File: src/rss_pkg.sv
// Shared constants for the rotate, subtract and sleep datapath
package rss_pkg;
   localparam int DATA_W      = 8;
   localparam int FILE_AW     = 7;
   localparam int FILE_DEPTH  = 128;
   localparam int BUS_AW      = 8;
   localparam int DOG_W       = 8;

   // Instruction codes on the issue port
   localparam logic [2:0] OP_ROTL  = 3'h0;
   localparam logic [2:0] OP_ROTR  = 3'h1;
   localparam logic [2:0] OP_SUBL  = 3'h2;
   localparam logic [2:0] OP_SUBF  = 3'h3;
   localparam logic [2:0] OP_SUBB  = 3'h4;
   localparam logic [2:0] OP_SLEEP = 3'h5;

   // Register port map; addresses below ADDR_ACC hit the file registers
   localparam logic [7:0] ADDR_ACC     = 8'h80;
   localparam logic [7:0] ADDR_STATUS  = 8'h81;
   localparam logic [7:0] ADDR_CTRL    = 8'h82;
   localparam logic [7:0] ADDR_DOG_CNT = 8'h83;
   localparam logic [7:0] ADDR_DOG_PRE = 8'h84;

   // Status bit positions
   localparam int ST_C     = 0;
   localparam int ST_NC    = 1;
   localparam int ST_Z     = 2;
   localparam int ST_PWRDN = 3;
   localparam int ST_TO    = 4;
   localparam logic [7:0] STATUS_RST = 8'h18;
   localparam logic [7:0] STATUS_SW  = 8'h07;

   // Control bit positions
   localparam int CT_DOG_EN = 0;
   localparam logic [7:0] CTRL_RST = 8'h00;
   localparam logic [7:0] CTRL_SW  = 8'h01;

   // Watchdog terminal values
   localparam logic [7:0] DOG_ZERO = 8'h00;
   localparam logic [7:0] DOG_MAX  = 8'hFF;
endpackage

File: src/rss_alu_if.sv
// Operand and result bundle between the core and its arithmetic unit
`timescale 1ns/1ps
`default_nettype none
interface rss_alu_if;
   logic [2:0] op;
   logic [7:0] file_val;
   logic [7:0] acc_val;
   logic [7:0] literal;
   logic       carry_in;
   logic [7:0] result;
   logic       carry_out;
   logic       nc_out;
   logic       z_out;
   logic       is_sub;

   modport core (output op, file_val, acc_val, literal, carry_in,
                 input  result, carry_out, nc_out, z_out, is_sub);
   modport alu  (input  op, file_val, acc_val, literal, carry_in,
                 output result, carry_out, nc_out, z_out, is_sub);
endinterface
`default_nettype wire

File: src/rss_alu.sv
// Combinational rotate and subtract unit
`timescale 1ns/1ps
`default_nettype none
module rss_alu (
   rss_alu_if.alu a
);
   logic [7:0] minuend;
   logic [7:0] subtrahend;
   logic       borrow;
   logic [8:0] diff;
   logic [4:0] ndiff;
   logic [7:0] rotl;
   logic [7:0] rotr;

   // Literal minus accumulator, else file minus accumulator
   assign minuend    = (a.op == rss_pkg::OP_SUBL) ? a.literal : a.file_val; // RQ4 RQ6
   assign subtrahend = a.acc_val;
   // Carry low means a borrow is owed
   assign borrow     = (a.op == rss_pkg::OP_SUBB) ? ~a.carry_in : 1'b0; // RQ7
   // Ninth bit set means the subtrahend plus borrow was larger
   assign diff  = {1'b0, minuend} - {1'b0, subtrahend} - {8'h00, borrow}; // RQ5
   assign ndiff = {1'b0, minuend[3:0]} - {1'b0, subtrahend[3:0]} - {4'h0, borrow}; // RQ5
   // Rotations pass through the carry
   assign rotl = {a.file_val[6:0], a.carry_in}; // RQ1
   assign rotr = {a.carry_in, a.file_val[7:1]}; // RQ3

   assign a.is_sub = (a.op == rss_pkg::OP_SUBL) || (a.op == rss_pkg::OP_SUBF)
                     || (a.op == rss_pkg::OP_SUBB);
   // Result and flag selection
   assign a.result    = (a.op == rss_pkg::OP_ROTL) ? rotl :
                        (a.op == rss_pkg::OP_ROTR) ? rotr : diff[7:0];
   assign a.carry_out = (a.op == rss_pkg::OP_ROTL) ? a.file_val[7] : // RQ1
                        (a.op == rss_pkg::OP_ROTR) ? a.file_val[0] : ~diff[8]; // RQ3 RQ5
   assign a.nc_out    = ~ndiff[4]; // RQ5
   assign a.z_out     = (diff[7:0] == 8'h00); // RQ11
endmodule
`default_nettype wire

File: src/rss_datapath.sv
// Top of the rotate, subtract and sleep execution datapath
`timescale 1ns/1ps
`default_nettype none
// Behaviour
// RQ1: Rotate left: file bit 7 to carry, old carry to bit 0; only carry changes.
// RQ2: Destination bit 0 writes accumulator, 1 writes back the addressed file register.
// RQ3: Rotate right: file bit 0 to carry, old carry to bit 7; only carry changes.
// RQ4: Literal minus accumulator, result always into the accumulator.
// RQ5: Subtracts set carry, nibble carry, zero; carry set when no borrow occurs.
// RQ6: File minus accumulator, routed by the destination bit.
// RQ7: File minus accumulator minus inverted carry, flags updated, routed by destination.
// RQ8: Sleep clears power-down flag and sets time-out flag, nothing else.
// RQ9: Sleep clears watchdog counter and prescaler.
// RQ10: After sleep, execution halts until a wake event.
// RQ11: One cycle per instruction; zero flag set exactly for a zero result.
module rss_datapath (
   input  wire logic       clk,
   input  wire logic       rst,
   input  wire logic       op_valid,
   input  wire logic [2:0] op_code,
   input  wire logic [6:0] op_file,
   input  wire logic       op_dest,
   input  wire logic [7:0] op_literal,
   input  wire logic       wake_pin,
   input  wire logic [7:0] bus_addr,
   input  wire logic [7:0] bus_wdata,
   input  wire logic       bus_wr,
   input  wire logic       bus_rd,
   output logic [7:0]      bus_rdata_q,
   output logic [7:0]      acc_q,
   output logic [7:0]      status_q,
   output logic            op_done_q,
   output logic            sleeping_q,
   output logic            dog_timeout_q
);
   typedef enum logic [1:0] {
      RSS_RUN   = 2'b01,
      RSS_SLEEP = 2'b10
   } rss_state_t;

   rss_state_t state_q;
   rss_state_t state_d;

   logic [7:0] file_mem [rss_pkg::FILE_DEPTH];
   logic [7:0] ctrl_q;
   logic       wake_s1_q;
   logic       wake_s2_q;
   logic [7:0] dog_cnt;
   logic [7:0] dog_pre;
   logic       dog_fire;

   rss_alu_if alu_bus ();

   // Decoded issue conditions
   logic       running;
   logic       exec;
   logic       exec_alu;
   logic       exec_sleep;
   logic       to_acc;
   logic       to_file;
   logic [7:0] file_rd;

   assign running    = (state_q == RSS_RUN);
   assign exec       = op_valid && running; // RQ10
   assign exec_alu   = exec && (op_code <= rss_pkg::OP_SUBB);
   assign exec_sleep = exec && (op_code == rss_pkg::OP_SLEEP);
   // Literal subtract ignores the destination bit
   assign to_acc     = exec_alu && ((op_code == rss_pkg::OP_SUBL) || !op_dest); // RQ2 RQ4
   assign to_file    = exec_alu && (op_code != rss_pkg::OP_SUBL) && op_dest; // RQ2
   assign file_rd    = file_mem[op_file];

   // Operands into the arithmetic unit
   assign alu_bus.op       = op_code;
   assign alu_bus.file_val = file_rd;
   assign alu_bus.acc_val  = acc_q;
   assign alu_bus.literal  = op_literal;
   assign alu_bus.carry_in = status_q[rss_pkg::ST_C];

   rss_alu u_alu (
      .a (alu_bus.alu)
   );

   // The dog keeps counting in sleep, so its wrap can end a sleep
   rss_wdog u_wdog (
      .clk       (clk),
      .rst       (rst),
      .enable    (ctrl_q[rss_pkg::CT_DOG_EN]),
      .clear     (exec_sleep), // RQ9
      .count_q   (dog_cnt),
      .pre_q     (dog_pre),
      .timeout_q (dog_fire)
   );

   // Register port decode
   logic       hit_file;
   logic       hit_acc;
   logic       hit_status;
   logic       hit_ctrl;
   logic       hit_dog_cnt;
   logic       hit_dog_pre;
   logic       wr_acc;
   logic       wr_status;
   logic       wr_ctrl;
   logic       wr_file;
   logic [7:0] rd_mux;

   // One named hit per mapped address
   assign hit_file    = !bus_addr[7];
   assign hit_acc     = (bus_addr == rss_pkg::ADDR_ACC);
   assign hit_status  = (bus_addr == rss_pkg::ADDR_STATUS);
   assign hit_ctrl    = (bus_addr == rss_pkg::ADDR_CTRL);
   assign hit_dog_cnt = (bus_addr == rss_pkg::ADDR_DOG_CNT);
   assign hit_dog_pre = (bus_addr == rss_pkg::ADDR_DOG_PRE);

   // Write strobes; the dog views are read only
   assign wr_acc    = bus_wr && hit_acc;
   assign wr_status = bus_wr && hit_status;
   assign wr_ctrl   = bus_wr && hit_ctrl;
   // Single write port: an executing write-back takes it over
   assign wr_file   = bus_wr && hit_file && !to_file;

   // Read mux; unmapped addresses read zero
   assign rd_mux = hit_file    ? file_mem[bus_addr[6:0]] :
                   hit_acc     ? acc_q :
                   hit_status  ? status_q :
                   hit_ctrl    ? ctrl_q :
                   hit_dog_cnt ? dog_cnt :
                   hit_dog_pre ? dog_pre : 8'h00;

   // Accumulator next value; execution wins over a software write
   logic [7:0] acc_d;
   assign acc_d = to_acc ? alu_bus.result : // RQ2 RQ4 RQ6 RQ7
                  wr_acc ? bus_wdata : acc_q;

   // Status next value, hardware updates applied after software
   logic [7:0] status_d;
   always_comb
   begin
      status_d = status_q;
      if (wr_status)
      begin
         status_d = (status_q & ~rss_pkg::STATUS_SW) | (bus_wdata & rss_pkg::STATUS_SW);
      end
      if (exec_alu)
      begin
         status_d[rss_pkg::ST_C] = alu_bus.carry_out; // RQ1 RQ3 RQ5
         if (alu_bus.is_sub)
         begin
            status_d[rss_pkg::ST_NC] = alu_bus.nc_out; // RQ5
            status_d[rss_pkg::ST_Z]  = alu_bus.z_out; // RQ11
         end
      end
      // Timeout marks the flag; a sleep in the same cycle restarts the dog
      if (dog_fire)
      begin
         status_d[rss_pkg::ST_TO] = 1'b0;
      end
      if (exec_sleep)
      begin
         status_d[rss_pkg::ST_PWRDN] = 1'b0; // RQ8
         status_d[rss_pkg::ST_TO] = 1'b1; // RQ8
      end
      status_d = status_d & (rss_pkg::STATUS_SW | rss_pkg::STATUS_RST);
   end

   // Run and sleep sequencing
   always_comb
   begin
      state_d = state_q;
      case (state_q)
         RSS_RUN:
         begin
            if (exec_sleep)
            begin
               state_d = RSS_SLEEP; // RQ10
            end
         end
         RSS_SLEEP:
         begin
            if (wake_s2_q || dog_fire)
            begin
               state_d = RSS_RUN;
            end
         end
         default:
         begin
            state_d = RSS_RUN;
         end
      endcase
   end

   // Wake pin synchroniser; only the second stage is used
   always_ff @(posedge clk)
   begin
      if (rst)
      begin
         wake_s1_q <= 1'b0;
         wake_s2_q <= 1'b0;
      end
      else
      begin
         wake_s1_q <= wake_pin;
         wake_s2_q <= wake_s1_q;
      end
   end

   // Control next value; reserved bits are masked so they always read zero
   // Only the dog enable is kept, so software cannot park junk there
   logic [7:0] ctrl_d;
   assign ctrl_d = wr_ctrl ? (bus_wdata & rss_pkg::CTRL_SW) : ctrl_q;

   // Run or sleep state
   always_ff @(posedge clk)
   begin
      if (rst)
      begin
         state_q <= RSS_RUN;
      end
      else
      begin
         state_q <= state_d;
      end
   end

   // Accumulator
   always_ff @(posedge clk)
   begin
      if (rst)
      begin
         acc_q <= 8'h00;
      end
      else
      begin
         acc_q <= acc_d;
      end
   end

   // Status flags; power-down and time-out come up set
   always_ff @(posedge clk)
   begin
      if (rst)
      begin
         status_q <= rss_pkg::STATUS_RST;
      end
      else
      begin
         status_q <= status_d;
      end
   end

   // Control register; the dog is off after reset
   always_ff @(posedge clk)
   begin
      if (rst)
      begin
         ctrl_q <= rss_pkg::CTRL_RST;
      end
      else
      begin
         ctrl_q <= ctrl_d;
      end
   end

   // Read data stands for one cycle only, zero otherwise
   always_ff @(posedge clk)
   begin
      if (rst)
      begin
         bus_rdata_q <= 8'h00;
      end
      else
      begin
         bus_rdata_q <= bus_rd ? rd_mux : 8'h00;
      end
   end

   // Pulses and sleep level, all single flops
   always_ff @(posedge clk)
   begin
      if (rst)
      begin
         op_done_q     <= 1'b0;
         sleeping_q    <= 1'b0;
         dog_timeout_q <= 1'b0;
      end
      else
      begin
         op_done_q     <= exec_alu || exec_sleep; // RQ11
         // Follows the next state so the level moves with the state itself
         sleeping_q    <= (state_d == RSS_SLEEP); // RQ10
         dog_timeout_q <= dog_fire;
      end
   end

   // File registers; no reset, contents are undefined until written
   always_ff @(posedge clk)
   begin
      if (to_file)
      begin
         file_mem[op_file] <= alu_bus.result; // RQ2 RQ6 RQ7
      end
      else if (wr_file)
      begin
         file_mem[bus_addr[6:0]] <= bus_wdata;
      end
   end
endmodule
`default_nettype wire

File: src/rss_wdog.sv
// Watchdog prescaler and counter with synchronous clear
`timescale 1ns/1ps
`default_nettype none
module rss_wdog (
   input  wire logic       clk,
   input  wire logic       rst,
   input  wire logic       enable,
   input  wire logic       clear,
   output logic [7:0]      count_q,
   output logic [7:0]      pre_q,
   output logic            timeout_q
);
   logic       pre_wrap;
   logic       cnt_wrap;
   logic [7:0] pre_d;
   logic [7:0] count_d;

   // Counter steps once per prescaler wrap
   assign pre_wrap = enable && (pre_q == rss_pkg::DOG_MAX);
   assign cnt_wrap = pre_wrap && (count_q == rss_pkg::DOG_MAX);
   assign pre_d    = clear ? rss_pkg::DOG_ZERO : // RQ9
                     enable ? pre_q + 8'h01 : pre_q;
   assign count_d  = clear ? rss_pkg::DOG_ZERO : // RQ9
                     pre_wrap ? count_q + 8'h01 : count_q;

   // Clear beats a wrap in the same cycle
   always_ff @(posedge clk)
   begin
      if (rst)
      begin
         pre_q     <= rss_pkg::DOG_ZERO;
         count_q   <= rss_pkg::DOG_ZERO;
         timeout_q <= 1'b0;
      end
      else
      begin
         pre_q     <= pre_d;
         count_q   <= count_d;
         timeout_q <= cnt_wrap && !clear;
      end
   end
endmodule
`default_nettype wire

File: config.mk
export PLATFORM = sky130hd
export DESIGN_NAME = rss_datapath
export DESIGN_NICKNAME = d
export VERILOG_FILES = /design/src/rss_pkg.sv /design/src/rss_alu_if.sv /design/src/rss_alu.sv /design/src/rss_datapath.sv /design/src/rss_wdog.sv
export SDC_FILE = /design/constraint.sdc
export NUM_CORES = 2
export LEC_CHECK = 0
export BUFFER_PORTS_ARGS = -buffer_cell sky130_fd_sc_hd__buf_2
export CAP_MARGIN = 20
export CORE_UTILIZATION = 50
export CTS_CLUSTER_SIZE = 14
export DETAILED_ROUTE_END_ITERATION = 7
export PLACE_DENSITY = 0.66
export RECOVER_POWER = 100
export SLEW_MARGIN = 5
export SYNTH_ARGS = -nofsm -noshare
export SYNTH_HDL_FRONTEND = slang
export SYNTH_HIERARCHICAL = 1
export SYNTH_SLANG_ARGS = --single-unit
File: constraint.sdc
create_clock -name clk -period 15.8 [get_ports clk]
set_input_delay 1.58 -clock clk [delete_from_list [all_inputs] [get_ports clk]]
set_output_delay 1.58 -clock clk [all_outputs]
set_load 0.005 [all_outputs]
==> impl_results.md <==
- Register area: 31,670 sq um
- Total GRT Usage: 0.3025
- Min cycle time layout: 11.86 ns
- Hold_buf cts: 0
- Clock Latency Late Sink: 0.71 ns
- Endpoint type of the worst setup path: flip-flop
- Die area: 104,000 sq um
- Post_cts resized: 0
- Vias/cell: 7.055
- Cell Area, Synth: 51,340 sq um
- Top cells by area, synth: edfxtp_1, mux4_2, mux2i_1
- Critical Path RT: 16.14 ns
- Area growth from synthesis to layout: 10.66%
- Global-route wire length before repair: 220,900 microns
- FP Rows: 117
- Largest net degree at the start of global routing: 129
- CP max stage cell: clkbuf_1
- Initial Utilization: 0.5046
- Final TNS setup: 0 ns
- Share of the synthesized area in the top cell type: 0.5990
- CTS root buf: clkbuf_16
- CTS tree: built
- Netlist cell types: 76
- Failing checks: design-rule violations, max-capacitance violations, max-slew violations
- H-tree depth: 3
- Max VDD drop: 0.08411 mV
- Skew final: 0.04292 ns
- Cells after Synth: 2,767
- Slew HR: -1.958
- Buf/Inv on CP: 5
- FMAX: 84.28 MHz
- Final design utilization: 0.5583
- Die Span Y: 322.4 microns
- Worst EP arrival: 12.20 ns
- Floorplan core area: 101,700 sq um
- WL/cell: 36.20 microns
- Most frequent cells in the layout: edfxtp_1, mux4_2, nor2_1, mux2i_1, clkbuf_16
- Clock Path Buffers: 3
- Routed vias: 30,370
- Worst path cell trace: buf_4 -> clkbuf_1 -> clkbuf_1 -> mux4_2 -> mux4_2 -> mux2_2 -> mux2i_1 -> ha_1 -> inv_1 -> ha_1 -> a21oi_1 -> o211ai_1 -> a311oi_1 -> mux2i_1 -> a21oi_1 -> nand2_1 -> nand2_4 -> buf_4
- Die W: 322.4 microns
- Ys flop type: edfxtp_1
- Commonest non-fill, non-tap cell in the layout: edfxtp_1
- Vias in the first global route: 30,250
- Layout cells sized above 1: 0.2883
- CP Max Fanout: 96
- Area leader, netlist: edfxtp_1
- Fill count: 7,699
- Crit Path Class: input port to flip-flop
- Power per Cell Area: 123.8 nW/um^2
- Area of the multi-input gates: 18,640 sq um
- Slowest stage delay, CP: 3.14 ns
- Reg clk slew, reported paths: 0.06 ns
- Drt pass-1 iters: 8
- Async set-reset flop share out of synthesis: 0
- Mean Syn Cell Area: 18.55 sq um
- Num Clock Sinks: 1,070
- DRC Markers: 1
- Final instance area: 56,810 sq um
- Status: finished with violations
- Final nets: 2,903
- Crit start category: input port
- Max-slew violation count: 173
- Initial antenna violation count: 7
- FF+latch count, synth: 1,070
- Placement Cell Area: 53,310 sq um
- Final antenna-violating net count: 0
- Total grt overflow: 0
- Detailed Place HPWL: 99,000 microns
- Syn. warnings: 6
- HP Class: flip-flop to flip-flop
- Slew @ Worst Pin: 4.438 ns
- Overall routed net length: 155,800 microns
- Iter 0 DRT Violations: 4,421
- Final setup vio count: 0
- Endpoints failing hold: 0
- Sequential area share after synthesis: 0.6169
- # Max-Cap Violations: 6
- Cts bufs inserted: 111
- Postcts setup bufs: 0
- Leakage: 17.86 nW
- Boundary pin count: 68
- Unrepaired setup endpoints after global routing: false
- Cell family with most CP delay: buffers and inverters
- Gpl congestion: 0.9552
- Port Buffers: 64
- Crit share post-route: 0.7509
- Post-synth EDFFs: 1,024
## cell usage after synthesis (all sizes together) (7+ instances only)
cell,n
edfxtp,1024
nor4,8
or3,9
nand2,114
mux2i,147
nand2b,18
o21ai,40
dfxtp,46
a22o,11
a31oi,11
mux4,562
nand3,28
inv,31
nor2b,17
a21o,11
o22ai,11
nor2,173
mux2,25
nand4,12
a211oi,25
xnor2,7
a221oi,16
o31ai,8
buf,98
and2,8
clkbuf,111
a22oi,33
ha,16
a21oi,41
nor3,18
## per-stage QoR
stage,total power [mW],hold WS (ns),cells,worst slack (ns)
after global routing,7.197,0.4715,4303,3.413
after global placement,4.335,0.4555,4073,6.724
after floorplan,4.044,0.4138,2769,8.292
final,7.031,0.4618,4305,3.935
after CTS,7.033,0.4682,4291,7.211
after detailed placement,4.367,0.4435,4088,6.521
## state kept, by name, indices dropped and copies added (netlist names)
register / count
dog_timeout_q: 1
bus_rdata_q: 8
sleeping_q: 1
op_done_q: 1
state_q: 2
wake_s2_q: 1
status_q: 5
u_wdog/pre_q: 8
u_wdog/timeout_q: 1
acc_q: 8
ctrl_q: 1
wake_s1_q: 1
file_mem: 1024
u_wdog/count_q: 8
## layer usage
layer | vias to the layer above | global-route usage | routed length, microns
met5 | - | 0 | 46
met4 | 8 | 0.1047 | 5846
met3 | 364 | 0.07673 | 18430
met2 | 2011 | 0.4722 | 73150
met1 | 16080 | 0.4163 | 58370
li1 | 11910 | - | -
## worst register-to-register path: cells and delay by family, from the launching register on
kind                     cells  cell delay, ns
AO/OA/AOI/OAI                4            1.02
adder cells (fa/ha/maj)      2            0.55
AND/OR/NAND/NOR              2            0.42
flip-flops                   1            0.39
buffers and inverters        2            0.80
multiplexers                 6            2.41
## final cells by class
cell class                      count  area share
Sequential cell                  1070      0.5575
Multi-Input combinational cell   1459      0.3280
Clock buffer                      137     0.05134
Tap cell                         1368     0.03013
Timing Repair Buffer              171     0.01687
Clock inverter                     66     0.01390
Inverter                           31    0.002070
Antenna cell                        3   0.0001322
## report_power, final
part / internal, mW / leakage [nW] / switching, mW / total (mW)
Sequential: 3.40 / 9.60 / 0.0116 / 3.41
Combinational: 0.268 / 6.45 / 0.642 / 0.910
Clock: 1.60 / 1.81 / 1.11 / 2.71
## final timing paths
| path | startpoint | end | slack (ns) | cells after the start |
|---|---|---|---|---|
| max reg2reg | file_mem[123][3]$_DFFE_PP_ | file_mem[63][7]$_DFFE_PP_ | 9.68 | 16 |
| max | op_file[3] | file_mem[63][7]$_DFFE_PP_ | 3.94 | 18 |
| min | wake_s1_q$_SDFF_PP0_ | wake_s2_q$_SDFF_PP0_ | 0.46 | 1 |
| min reg2reg | wake_s1_q$_SDFF_PP0_ | wake_s2_q$_SDFF_PP0_ | 0.46 | 1 |
## kinds of logic (layout without fill, tap and decap cells)
| logic type | count (synthesis) | in the layout | synth area share |
|---|---|---|---|
| fa+ha+maj | 18 | 18 | 0.004679 |
| flops | 1070 | 1070 | 0.6169 |
| other cells | 1 | 6 | 0.00007305 |
| compound gates | 263 | 263 | 0.03610 |
| buf+inv | 240 | 405 | 0.02128 |
| xor+xnor | 9 | 9 | 0.001536 |
| simple gates | 432 | 432 | 0.03873 |
| mux | 734 | 734 | 0.2807 |
Power figures use the tool's default switching activity.
